## config.mk

```make
export PLATFORM = sky130hd
export DESIGN_NAME = gate_input_command_logic
export DESIGN_NICKNAME = d
export VERILOG_FILES = /design/src/shared/gate_cmd_pkg.sv /design/src/hdl/gate_input_command_logic.sv /design/src/hdl/contact_debounce.sv
export SDC_FILE = /design/constraint.sdc
export NUM_CORES = 1
export LEC_CHECK = 0
export ABC_CLOCK_PERIOD_IN_PS = 2980
export BUFFER_PORTS_ARGS = -buffer_cell sky130_fd_sc_hd__buf_2
export CAP_MARGIN = 20
export CORE_ASPECT_RATIO = 2
export CORE_UTILIZATION = 50
export DETAILED_ROUTE_END_ITERATION = 8
export HOLD_SLACK_MARGIN = 0.15
export PLACE_DENSITY = 0.74
export SLEW_MARGIN = 10
export SYNTH_ARGS = -nofsm -noshare
export SYNTH_HDL_FRONTEND = slang
export SYNTH_SLANG_ARGS = --single-unit
```

## constraint.sdc

```tcl
create_clock -name clk_sys -period 2.98 [get_ports clk_sys]
set_input_delay 0.149 -clock clk_sys [delete_from_list [all_inputs] [get_ports clk_sys]]
set_output_delay 0.149 -clock clk_sys [all_outputs]
set_load 0.01 [all_outputs]
```

## src/shared/gate_cmd_pkg.sv

```systemverilog
// constants and types shared by the gate command logic
package gate_cmd_pkg;
    localparam int          CLK_HZ          = 125_000_000;
    localparam int          DEBOUNCE_US     = 10_000;
    localparam int          DEBOUNCE_CYC    =
        (DEBOUNCE_US / 1000) * (CLK_HZ / 1000);
    localparam int          DB_W            = 21;
    localparam int          BACKOFF_MS      = 500;
    localparam int          BACKOFF_CYC_DEF = BACKOFF_MS * (CLK_HZ / 1000);
    localparam int          AUTOCLOSE_S     = 30;
    localparam int          AUTOCLOSE_CYC_DEF = AUTOCLOSE_S * CLK_HZ;
    localparam int          TMR_W           = 32;
    localparam int          N_IN            = 10;
    localparam int          IN_OPEN         = 0;
    localparam int          IN_ST_OPEN      = 1;
    localparam int          IN_ST_CLOSE     = 2;
    localparam int          IN_ST_STOP      = 3;
    localparam int          IN_OPEN_EDGE    = 4;
    localparam int          IN_CLOSE_EDGE   = 5;
    localparam int          IN_BACK_OPEN    = 6;
    localparam int          IN_EXIT_LOOP    = 7;
    localparam int          IN_REV_LOOP     = 8;
    localparam int          IN_ENTRAP       = 9;

    typedef enum logic [2:0] {
        ST_IDLE,
        ST_OPENING,
        ST_CLOSING,
        ST_BACKOFF,
        ST_HELD,
        ST_LOCKOUT
    } gate_state_e;
endpackage

```

## src/hdl/gate_input_command_logic.sv

```systemverilog
// command and safety input logic for a sliding gate motor controller
// Functional notes
// [RULE_01] a momentary open input drives the gate toward fully open
// [RULE_02] held open input ignores mid-travel stop and pauses auto-close
// [RULE_03] station open, close and stop contacts each command travel
// [RULE_04] opening edge sensor while moving: halt, back off briefly, halt
// [RULE_05] after that, auto-close off and gate waits for a fresh command
// [RULE_06] opening edge again before a limit: stop, lockout, alarm
// [RULE_07] closing edge sensor while moving: halt, reverse to fully open; the code reverses only while closing, not while opening or backing off
// [RULE_08] opening fault during that reversal: lockout with alarm
// [RULE_09] auto-close starts closing after timer once closing edge clears
// [RULE_10] back-to-open request while closing reverses to fully open
// [RULE_11] exit loop opens gate and holds it open while triggered
// [RULE_12] reverse loop while closing reverses to fully open
// [RULE_13] every contact is synchronised and debounced to one clean event; limits and strap are only synchronised
// [RULE_14] lockout holds until reset; commands cannot move the gate
`timescale 1ns/1ps
module gate_input_command_logic
    import gate_cmd_pkg::*;
#(
    parameter logic [DB_W-1:0]  DB_CYC        = DB_W'(DEBOUNCE_CYC),
    parameter logic [TMR_W-1:0] BACKOFF_CYC   = TMR_W'(BACKOFF_CYC_DEF),
    parameter logic [TMR_W-1:0] AUTOCLOSE_CYC = TMR_W'(AUTOCLOSE_CYC_DEF)
)
(
    input  wire logic clk_sys,
    input  wire logic resetn,
    input  wire logic ce,
    input  wire logic open_in,
    input  wire logic station_open,
    input  wire logic station_close,
    input  wire logic station_stop,
    input  wire logic opening_edge_sensor,
    input  wire logic closing_edge_sensor,
    input  wire logic back_to_open_request,
    input  wire logic exit_loop,
    input  wire logic reverse_loop,
    input  wire logic open_entrapment,
    input  wire logic open_limit,
    input  wire logic close_limit,
    input  wire logic autoclose_enable,
    output logic      motor_open,
    output logic      motor_close,
    output logic      lockout,
    output logic      alarm_tone,
    output logic      autoclose_disabled
);
    logic [N_IN-1:0]  raw;
    logic [N_IN-1:0]  lvl;
    logic [N_IN-1:0]  rise;
    logic             lim_o1_r;
    logic             lim_o2_r;
    logic             lim_c1_r;
    logic             lim_c2_r;
    logic             ac_en1_r;
    logic             ac_en2_r;

    gate_state_e      st_r;
    gate_state_e      st_nxt;
    logic [TMR_W-1:0] tmr_r;
    logic [TMR_W-1:0] tmr_nxt;
    logic             strike_r;
    logic             strike_nxt;
    logic             rev_open_r;
    logic             rev_open_nxt;
    logic             ac_off_r;
    logic             ac_off_nxt;
    logic             mo_r;
    logic             mc_r;
    logic             lk_r;
    logic             al_r;
    logic             ad_r;
    // back off runs against the travel that was interrupted
    logic             bk_open_r;
    logic             bk_open_nxt;
    logic             mo_nxt;
    logic             mc_nxt;
    logic             lk_nxt;
    logic             al_nxt;
    logic             ad_nxt;

    assign raw = {open_entrapment, reverse_loop, exit_loop,
                  back_to_open_request, closing_edge_sensor,
                  opening_edge_sensor, station_stop, station_close,
                  station_open, open_in};

    genvar gi;
    generate
        for (gi = 0; gi < N_IN; gi++) begin : g_in
            contact_debounce #(
                .DB_CYC    (DB_CYC)
            ) u_db ( // RULE_13
                .clk_sys   (clk_sys),
                .resetn    (resetn),
                .ce        (ce),
                .raw_in    (raw[gi]),
                .level_out (lvl[gi]),
                .rise_out  (rise[gi])
            );
        end
    endgenerate

    // limit switches and the strap only need two-stage synchronising
    always_ff @(posedge clk_sys) begin
        if (!resetn) begin
            lim_o1_r <= 1'b0;
            lim_o2_r <= 1'b0;
            lim_c1_r <= 1'b0;
            lim_c2_r <= 1'b0;
            ac_en1_r <= 1'b0;
            ac_en2_r <= 1'b0;
        end else if (ce) begin
            lim_o1_r <= open_limit;
            lim_o2_r <= lim_o1_r;
            lim_c1_r <= close_limit;
            lim_c2_r <= lim_c1_r;
            ac_en1_r <= autoclose_enable;
            ac_en2_r <= ac_en1_r;
        end
    end

    logic open_cmd;
    logic close_cmd;
    logic stop_cmd;
    logic hold_open;
    logic reverse_req;
    logic open_fault;

    always_comb begin
        open_cmd    = rise[IN_OPEN] | rise[IN_ST_OPEN]
                    | rise[IN_EXIT_LOOP]; // RULE_01 RULE_03 RULE_11
        close_cmd   = rise[IN_ST_CLOSE]; // RULE_03
        hold_open   = lvl[IN_OPEN] | lvl[IN_ST_OPEN]
                    | lvl[IN_EXIT_LOOP]; // RULE_02 RULE_11
        stop_cmd    = rise[IN_ST_STOP] & ~hold_open; // RULE_02 RULE_03
        reverse_req = rise[IN_BACK_OPEN] | rise[IN_REV_LOOP]
                    | rise[IN_CLOSE_EDGE]; // RULE_07 RULE_10 RULE_12
        open_fault  = rise[IN_OPEN_EDGE] | rise[IN_ENTRAP];
    end

    always_comb begin
        st_nxt       = st_r;
        tmr_nxt      = tmr_r;
        strike_nxt   = strike_r;
        rev_open_nxt = rev_open_r;
        ac_off_nxt   = ac_off_r;
        bk_open_nxt  = bk_open_r;
        case (st_r)
            ST_IDLE, ST_HELD: begin
                if (open_cmd && !lim_o2_r) begin
                    st_nxt       = ST_OPENING;
                    rev_open_nxt = 1'b0;
                    ac_off_nxt   = 1'b0; // RULE_05
                end else if (close_cmd && !lim_c2_r && !hold_open) begin
                    st_nxt     = ST_CLOSING;
                    ac_off_nxt = 1'b0; // RULE_05
                end else if (lim_o2_r && ac_en2_r && !ac_off_r
                             && st_r == ST_IDLE) begin
                    // timer runs only with no hold and the closing edge clear
                    if (hold_open || lvl[IN_CLOSE_EDGE]) begin
                        tmr_nxt = '0; // RULE_02 RULE_09
                    end else if (tmr_r >= AUTOCLOSE_CYC - 1) begin
                        tmr_nxt = '0;
                        st_nxt  = ST_CLOSING; // RULE_09
                    end else begin
                        tmr_nxt = tmr_r + TMR_W'(1);
                    end
                end else begin
                    tmr_nxt = '0;
                end
            end
            ST_OPENING: begin
                tmr_nxt = '0;
                if (open_fault && (strike_r || rev_open_r)) begin
                    st_nxt = ST_LOCKOUT; // RULE_06 RULE_08
                end else if (rise[IN_OPEN_EDGE]) begin
                    st_nxt      = ST_BACKOFF; // RULE_04
                    strike_nxt  = 1'b1;
                    bk_open_nxt = 1'b0; // RULE_04
                    ac_off_nxt  = 1'b1; // RULE_05
                end else if (lim_o2_r) begin
                    st_nxt       = ST_IDLE;
                    strike_nxt   = 1'b0;
                    rev_open_nxt = 1'b0;
                end else if (stop_cmd) begin
                    st_nxt = ST_IDLE; // RULE_03
                end
            end
            ST_CLOSING: begin
                tmr_nxt = '0;
                if (reverse_req || open_cmd) begin
                    st_nxt       = ST_OPENING; // RULE_07 RULE_10 RULE_12
                    rev_open_nxt = reverse_req;
                end else if (rise[IN_OPEN_EDGE]) begin
                    if (strike_r) begin
                        st_nxt = ST_LOCKOUT; // RULE_06
                    end else begin
                        st_nxt      = ST_BACKOFF; // RULE_04
                        strike_nxt  = 1'b1;
                        bk_open_nxt = 1'b1; // RULE_04
                        ac_off_nxt  = 1'b1; // RULE_05
                    end
                end else if (lim_c2_r) begin
                    st_nxt     = ST_IDLE;
                    strike_nxt = 1'b0;
                end else if (stop_cmd) begin
                    st_nxt = ST_IDLE;
                end
            end
            ST_BACKOFF: begin
                // short drive against the travel, cut short at a limit
                if (tmr_r >= BACKOFF_CYC - 1
                    || (bk_open_r ? lim_o2_r : lim_c2_r)) begin
                    tmr_nxt = '0;
                    st_nxt  = ST_HELD; // RULE_04 RULE_05
                end else begin
                    tmr_nxt = tmr_r + TMR_W'(1);
                end
            end
            ST_LOCKOUT: begin
                st_nxt = ST_LOCKOUT; // RULE_14
            end
            default: begin
                st_nxt = ST_IDLE;
            end
        endcase
    end

    // output drives follow the next state so each leaves a flip-flop
    always_comb begin
        mo_nxt = (st_nxt == ST_OPENING)
               || (st_nxt == ST_BACKOFF && bk_open_nxt); // RULE_04
        mc_nxt = (st_nxt == ST_CLOSING)
               || (st_nxt == ST_BACKOFF && !bk_open_nxt); // RULE_04
        lk_nxt = (st_nxt == ST_LOCKOUT); // RULE_14
        al_nxt = (st_nxt == ST_LOCKOUT); // RULE_06 RULE_08
        ad_nxt = ac_off_nxt; // RULE_05
    end

    always_ff @(posedge clk_sys) begin
        if (!resetn) begin
            st_r       <= ST_IDLE;
            tmr_r      <= '0;
            strike_r   <= 1'b0;
            rev_open_r <= 1'b0;
            ac_off_r   <= 1'b0;
            bk_open_r  <= 1'b0;
            mo_r       <= 1'b0;
            mc_r       <= 1'b0;
            lk_r       <= 1'b0;
            al_r       <= 1'b0;
            ad_r       <= 1'b0;
        end else if (ce) begin
            st_r       <= st_nxt;
            tmr_r      <= tmr_nxt;
            strike_r   <= strike_nxt;
            rev_open_r <= rev_open_nxt;
            ac_off_r   <= ac_off_nxt;
            bk_open_r  <= bk_open_nxt;
            mo_r       <= mo_nxt;
            mc_r       <= mc_nxt;
            lk_r       <= lk_nxt;
            al_r       <= al_nxt;
            ad_r       <= ad_nxt;
        end
    end

    assign motor_open         = mo_r;
    assign motor_close        = mc_r;
    assign lockout            = lk_r;
    assign alarm_tone         = al_r;
    assign autoclose_disabled = ad_r;
endmodule // gate_input_command_logic

```

## src/hdl/contact_debounce.sv

```systemverilog
// synchroniser and debouncer for one contact input
`timescale 1ns/1ps
module contact_debounce
    import gate_cmd_pkg::*;
#(
    parameter logic [DB_W-1:0] DB_CYC = DB_W'(DEBOUNCE_CYC)
)
(
    input  wire logic clk_sys,
    input  wire logic resetn,
    input  wire logic ce,
    input  wire logic raw_in,
    output logic      level_out,
    output logic      rise_out
);
    logic              s1_r;
    logic              s2_r;
    logic              lvl_r;
    logic              lvl_nxt;
    logic              rise_r;
    logic              rise_nxt;
    logic [DB_W-1:0]   cnt_r;
    logic [DB_W-1:0]   cnt_nxt;

    always_comb begin
        lvl_nxt  = lvl_r;
        rise_nxt = 1'b0;
        cnt_nxt  = cnt_r;
        if (s2_r == lvl_r) begin
            cnt_nxt = '0;
        end else if (cnt_r == DB_CYC - DB_W'(1)) begin
            cnt_nxt  = '0;
            lvl_nxt  = s2_r;
            rise_nxt = s2_r;
        end else begin
            cnt_nxt = cnt_r + DB_W'(1);
        end
    end

    always_ff @(posedge clk_sys) begin
        if (!resetn) begin
            s1_r   <= 1'b0;
            s2_r   <= 1'b0;
            lvl_r  <= 1'b0;
            rise_r <= 1'b0;
            cnt_r  <= '0;
        end else if (ce) begin
            s1_r   <= raw_in;
            s2_r   <= s1_r;
            lvl_r  <= lvl_nxt;
            rise_r <= rise_nxt;
            cnt_r  <= cnt_nxt;
        end
    end

    assign level_out = lvl_r;
    assign rise_out  = rise_r;
endmodule // contact_debounce

```

==> results of run 1 <==
-- layout make-up --
cell class	instances	area share [%]
well taps	418	3.03
inverters	25	0.580
flip-flops and latches	298	34.6
clock inverters	12	1.03
clock buffers	38	4.58
repair buffers	81	3.60
multi-input cells	1552	52.6
-- sequential cells by signal, summed over array words and instances (netlist names), 3 cells and up --
signal,cells
g_in.u_db.level_out,10
g_in.u_db.cnt_r,210
g_in.u_db.s1_r,10
g_in.u_db.rise_out,10
st_r,3
g_in.u_db.s2_r,10
tmr_r,32
-- worst paths after layout --
path,startpoint,slack [ns],end
max,g_in[8].u_db.cnt_r[0]$_SDFFE_PN0P_,0.47,g_in[8].u_db.cnt_r[18]$_SDFFE_PN0P_
min reg2reg,tmr_r[1]$_SDFFE_PN0P_,0.48,tmr_r[1]$_SDFFE_PN0P_
min,resetn,0.16,g_in[4].u_db.cnt_r[0]$_SDFFE_PN0P_
max reg2reg,g_in[8].u_db.cnt_r[0]$_SDFFE_PN0P_,0.47,g_in[8].u_db.cnt_r[18]$_SDFFE_PN0P_
-- metal layers --
metal  vias to the layer above  share of wire [%]  track usage, %
met3                       125                3.2            2.39
met1                      7184                 39            25.2
met2                       321                 54            46.6
met5                         -                  0               0
li1                       7435                  -               -
met4                         0                4.4            13.2
-- layout by cell type (no fill, tap or decap), types with 13 or more instances in the layout --
| master | instances |
|---|---|
| buf_2 | 19 |
| nor3_1 | 70 |
| dlygate4sd3_1 | 15 |
| clkbuf_16 | 29 |
| a21oi_1 | 176 |
| a311oi_1 | 51 |
| and2_1 | 16 |
| nor4b_1 | 15 |
| xnor2_1 | 16 |
| xor2_1 | 14 |
| a31oi_1 | 41 |
| inv_1 | 23 |
| and3_1 | 50 |
| nor2_1 | 244 |
| nand2_1 | 185 |
| nand4_1 | 44 |
| dfxtp_1 | 298 |
| or3_1 | 34 |
| nor4_1 | 41 |
| nor3b_1 | 31 |
| mux2i_1 | 37 |
| o211ai_1 | 13 |
| or4_1 | 19 |
| o21ai_0 | 139 |
| a41oi_1 | 17 |
| and4_1 | 17 |
| nand4b_1 | 16 |
| buf_4 | 44 |
| nand3_1 | 90 |
-- worst max-delay path, delay by kind of cell, from the launching register on --
kind	cells	cell delay, ns
flip-flops	1	0.40
AND/OR/NAND/NOR	4	1.40
adder cells (fa/ha/maj)	1	0.24
AO/OA/AOI/OAI	2	0.34
-- kinds of logic after synthesis --
| kind of cell | after synthesis | share of synthesized area, % |
|---|---|---|
| buffers and inverters | 160 | 4.21 |
| flip-flops | 298 | 38.1 |
| XOR/XNOR | 30 | 1.68 |
| AO/OA/AOI/OAI | 542 | 21.8 |
| adder cells (fa/ha/maj) | 11 | 0.878 |
| multiplexers | 39 | 2.51 |
| AND/OR/NAND/NOR | 930 | 30.9 |
-- stage by stage --
step           total power, mW  cells  setup WS (ns)  hold slack, ns
2_1_floorplan             4.34   2010          0.743           0.296
3_3_place_gp              4.44   2357          0.289           0.387
3_5_place_dp              4.44   2358          0.418           0.392
4_1_cts                   8.24   2423          0.386           0.160
5_1_grt                   8.43   2424          0.255           0.195
6_report                  8.17   2424          0.475           0.157
-- power groups by stage --
stage	clock [mW]	sequential (mW)	combinational, mW
2_1_floorplan	0	4.11	0.234
4_1_cts	3.87	4.03	0.346
3_5_place_dp	0	4.12	0.328
5_1_grt	4.02	4.03	0.381
3_3_place_gp	0	4.12	0.320
6_report	3.80	4.03	0.346
-- what timing repair did --
action	in CTS	in global routing
hold endpoints to repair	24	0
resized for setup	0	0
endpoints found under the setup margin	0	0
hold buffers	15	0
==> run metrics, run 1 <==
Reg clk slew, reported paths 0.07 ns; internal power 6.32 mW; nets@finish 2013; worst path cell trace ha_1 -> nand3_1 -> or4_1 -> nor3_1 -> o21ai_0 -> a22oi_1 -> nor2_1; Routed Wire Length 38.9 mm; Netlist Area Pre-Place 0.0157 mm²; Final GP Congestion 0.876; register area 0.00597 mm²; Die Ht 252 µm; Worst Setup End Kind flop; routed vias 15100; Buffers on Ports 20; CTS tree done; Area Growth Syn to Fin 10.1%; EDFF count, synth 0; Worst Hold Class in2reg; initial core utilization 50.8%; commonest cells in the netlist dfxtp_1 (298), nor2_1 (244), nand2_1 (185), a21oi_1 (176), o21ai_0 (139); gr usage total 24.2%; Seq cells post-synth 298; post-route setup TNS 0 ns; share of post-route cells with drive strength above 1 7.53%; final worst path period need 2.51 ns; largest net degree at the start of global routing 100; largest area contributor in the netlist dfxtp_1; Max-Cap Viols 0; Remaining Overflow, GRT 0; die width 127 µm; Synth area leaders dfxtp_1 (38%), nor2_1 (5.8%), a21oi_1 (5.6%); Non-Filler Cell Area, Final 0.0173 mm²; Arrival @ worst endpoint 2.95 ns; Worst-Skew Late Latency 0.56 ns; crit path launch type flop; Initial DRC Count 921; Antenna Nets Post-Route 0; Setup CP Type reg2reg; CP Max Fanout 7; Switching Share 22.7%; cell count of the worst hold path 3; Final Skew 0.0157 ns; Worst Path Required 3.42 ns; Pwr Density 474 mW/mm²; Switch Pwr 1.85 mW; DRC Markers 0; Max clock buf depth 3; CORE AREA 0.0309 mm²; final-report max-slew violation count 0; post-synth top area share 38.1%; Layout Utilization 55.9%; drt pass-1 iters 6; Final Hold Viols 0; Worst VDD drop 593 µV; vias in the first global route 14400; Placement Rows 91; area occupied by multi-input gates 0.00907 mm²; Ports 21; yosys warns 0; clock buffer count from CTS 28; RSZ-0062 raised after global routing no; run status finished clean; Relative slew margins 40.9%; hpwl dp 26.3 mm; clock root buffer clkbuf_16; setup bufs post-CTS 0; Clk pwr share 46.5%; endpoints failing setup 0; static power due to leakage 5.58 nW; antenna diode count 0; slowest stage cell, crit path or4_1; Netlist cell types 77; Worst-Margin Slew 0.884 ns; Post-synth ARST share 0%; H-tree depth 1; placed instance area 0.0161 mm²; Synth Flop Type dfxtp_1; R2R cell count 7; Synthesized Nets 2037; count leader, synth dfxtp_1; post-synthesis sequential area ratio 38.1%; initial antenna violation count 0; Die ar. 0.0321 mm²; clk sinks 298; Via density 6.21; Worst path max stage delay 0.70 ns; average size of a mapped cell 7.79 µm²; Comb pwr share 4.2%; fin crit share 84.1%; fmax 0.399 GHz; first-pass GRT wire length 65.4 mm; Cells after Synth 2010; filler cell count 2869; Seq pwr share 49.3%; routed length per instance 16.1 µm
No activity file was read; power rests on OpenSTA's default activity.
==> run 2: changes to the inputs <==
--- a/config.mk
+++ b/config.mk
@@ -5,14 +5,14 @@
 export SDC_FILE = /design/constraint.sdc
 export NUM_CORES = 1
 export LEC_CHECK = 0
-export ABC_CLOCK_PERIOD_IN_PS = 2980
+export ABC_CLOCK_PERIOD_IN_PS = 2000
 export BUFFER_PORTS_ARGS = -buffer_cell sky130_fd_sc_hd__buf_2
 export CAP_MARGIN = 20
 export CORE_ASPECT_RATIO = 2
 export CORE_UTILIZATION = 50
 export DETAILED_ROUTE_END_ITERATION = 8
 export HOLD_SLACK_MARGIN = 0.15
-export PLACE_DENSITY = 0.74
+export PLACE_DENSITY = 0.76
 export SLEW_MARGIN = 10
 export SYNTH_ARGS = -nofsm -noshare
 export SYNTH_HDL_FRONTEND = slang
==> constraint.sdc (replaced) <==
create_clock -name clk_sys -period 2 [get_ports clk_sys]
set_input_delay 0.1 -clock clk_sys [delete_from_list [all_inputs] [get_ports clk_sys]]
set_output_delay 0.1 -clock clk_sys [all_outputs]
set_load 0.01 [all_outputs]
==> run 2 against run 1 <==
  * The run now ends with negative setup slack left
  * Setup slack worse by 0.87 ns
  * Non-clock buffer count up 309
  * Worst hold slack gained 0.025 ns
  * Register-to-register slack got worse by 0.87 ns
  * Sequential power grew 49%
  * Utilization increased by 13 points
  * Via count increased by 16%
  * Sequential share of layout area is 6.4 points lower
  * Clock power increased by 56%
  * Clock-buffer cell count decreased by 3
  * Routed wire length is 34% higher
  * Maximum frequency up 4.8%
  * Critical endpoint is now tmr_r[31]$_SDFFE_PN0P_
  * Highest routed layer unchanged
==> run metrics, run 2 (synthesis results as in run 1) <==
clock root buffer clkbuf_16; static power due to leakage 7.62 nW (+37%); Worst Path Required 2.47 ns (-0.95 ns); Max clock buf depth 3 (unchanged); Biggest register g_in.u_db.cnt_r; internal power 9.71 mW (+54%); routed length per instance 19.1 µm (+19%); post-route setup TNS -21.73 ns (-21.73 ns); final worst path period need 2.39 ns (-0.114 ns); largest net degree at the start of global routing 64 (-36%); nets@finish 2324 (+15%); hpwl dp 30.2 mm (+15%); Place WS -0.681 ns (-1.10 ns); drt pass-1 iters 5 (-1); Setup CP Type reg2reg; failing checks negative setup slack; Ports 21 (unchanged); Top Family by Delay on Critical Path compound AO/OA/AOI/OAI gates; Final Skew 0.0251 ns (+0.00938 ns); Antenna Nets Post-Route 0 (unchanged); Relative slew margins 42.1% (+1.2 points); antenna diode count 0 (unchanged); endpoints failing setup 100 (+100); fmax 0.418 GHz (+4.8%); Arrival @ worst endpoint 2.86 ns (-0.09 ns); Remaining Overflow, GRT 0 (unchanged); Reg clk slew, reported paths 0.08 ns (about the same); initial core utilization 50.8% (unchanged); clk sinks 298 (unchanged); Pwr Density 592 mW/mm² (+25%); Switch Pwr 2.97 mW (+60%); Final Hold Viols 0 (unchanged); final hold slack 0.182 ns (+0.0246 ns); RSZ-0062 raised after global routing yes; Crit Reg-Reg Startpoint tmr_r[27]$_SDFFE_PN0P_; max reg flops 210 (unchanged); die width 127 µm (unchanged); most frequent cells in the layout buf_4 (290), dfxtp_1 (254), nor2_1 (222); beginning of the critical path tmr_r[27]$_SDFFE_PN0P_; initial antenna violation count 1 (+1); Worst Path Buf+Inv 2 (+2); fin crit share 120% (+35 points); slowest stage cell, crit path a211oi_1; Worst VDD drop 662 µV (+12%); Worst Hold Class in2reg; Area Growth Syn to Fin 36.6%; Initial DRC Count 1298 (+41%); share of post-route cells with drive strength above 1 30.3% (+23 points); Die Ht 252 µm (unchanged); gr usage total 29.1% (+4.9 points); Worst-Margin Slew 0.865 ns (-0.0192 ns); Final GP Congestion 0.922 (+5.3%); H-tree depth 1 (unchanged); HP Start ce; Seq pwr share 47.3% (-2.0 points); routed vias 17500 (+16%); Comb pwr share 5.9% (+1.7 points); run status finished, violations left; Buffers on Ports 20 (unchanged); Worst Setup End Kind flop; DRC Markers 0 (unchanged); crit path launch type flop; CORE AREA 0.0309 mm² (unchanged); Worst path max stage delay 0.42 ns (-0.28 ns); min setup slack post-route -0.391 ns (-0.866 ns); Die ar. 0.0321 mm² (unchanged); Max-Cap Viols 0 (unchanged); Worst-Skew Late Latency 0.58 ns (+0.02 ns); commonest non-fill, non-tap cell in the layout buf_4; Via density 6.41 (+3.1%); Switching Share 23.4% (+0.73 points); Routed Wire Length 52.1 mm (+34%); Clk pwr share 46.8% (+0.3 points); worst path cell trace nand4_1 -> a211oi_1 -> o21bai_2 -> and3b_2 -> buf_6 -> o31ai_4 -> clkbuf_16 -> nor2_2; CTS tree done; Placement Rows 91 (unchanged); Top Registers g_in.u_db.cnt_r: 210 flops, tmr_r: 32 flops; final-report max-slew violation count 0 (unchanged); clock buffer count from CTS 28 (unchanged); CP Max Fanout 7 (unchanged); first-pass GRT wire length 77.2 mm (+18%); vias in the first global route 16900 (+18%)
[run 2: changes by cell type in the layout (fill, tap and decap cells not counted), moves of 31 or more]
cell / change
dfxtp_1: -44
o21ai_0: -32
buf_6: +31
buf_4: +246
a21oi_1: -32
dfxtp_2: +43
[run 2: power by group through the flow]
stage	Clock, mW	Sequential (mW)	Combinational [mW]
5_1_grt	6.22	5.99	0.786
6_report	5.94	5.99	0.744
4_1_cts	5.97	5.99	0.653
2_1_floorplan	0	6.12	0.356
3_3_place_gp	0	6.13	0.542
3_5_place_dp	0	6.13	0.555
[run 2: final timing paths]
check	to	slack, ns	depth (start not counted)
setup / recovery	tmr_r[31]$_SDFFE_PN0P_	-0.39	8
hold / removal	g_in[0].u_db.cnt_r[6]$_SDFFE_PN0P_	0.18	6
setup reg to reg	tmr_r[31]$_SDFFE_PN0P_	-0.39	8
hold reg to reg	g_in[5].u_db.rise_out$_SDFFE_PN0P_	0.47	2
[run 2: final cells by class]
type	count	area, µm²
Timing Repair Buffer	390	3290
Inverter	25	100
Tap cell	418	523
Fill cell	2172	9450
Clock buffer	35	757
Multi-Input combinational cell	1554	10500
Clock inverter	16	248
Sequential cell	298	6020
[run 2: worst reg2reg max path: stages, from the launching register on]
cell and delay (ns):
dfxtp_1 0.39, nand4_1 0.27, a211oi_1 0.42, o21bai_2 0.14, and3b_2 0.27, buf_6 0.13
o31ai_4 0.33, clkbuf_16 0.26, nor2_2 0.05
[run 2: routing by layer]
layer	global-route usage, %	wire (µm)
met4	20.4	3430
met3	3.79	2560
met2	55.9	27500
met5	0	0
met1	28.0	18700
[run 2: metrics by stage]
step,util (%),std cells,cell area (µm²),power (mW)
global placement,59.2,2605,18300,6.67
floorplan,-,2010,15900,6.47
global route,69.4,2736,21400,13.0
finish,69.4,2736,21400,12.7
detailed placement,59.2,2605,18300,6.68
CTS,65.4,2706,20200,12.6
[run 2: repair_timing]
| item | in CTS | in global routing |
|---|---|---|
| hold buffers | 28 | 0 |
| pin swaps | 33 | 117 |
| cloned | 6 | 10 |
| endpoints found under the setup margin | 106 | 210 |
| resized for setup | 99 | 260 |
| setup buffers | 17 | 22 |
| hold endpoints to repair | 89 | 0 |
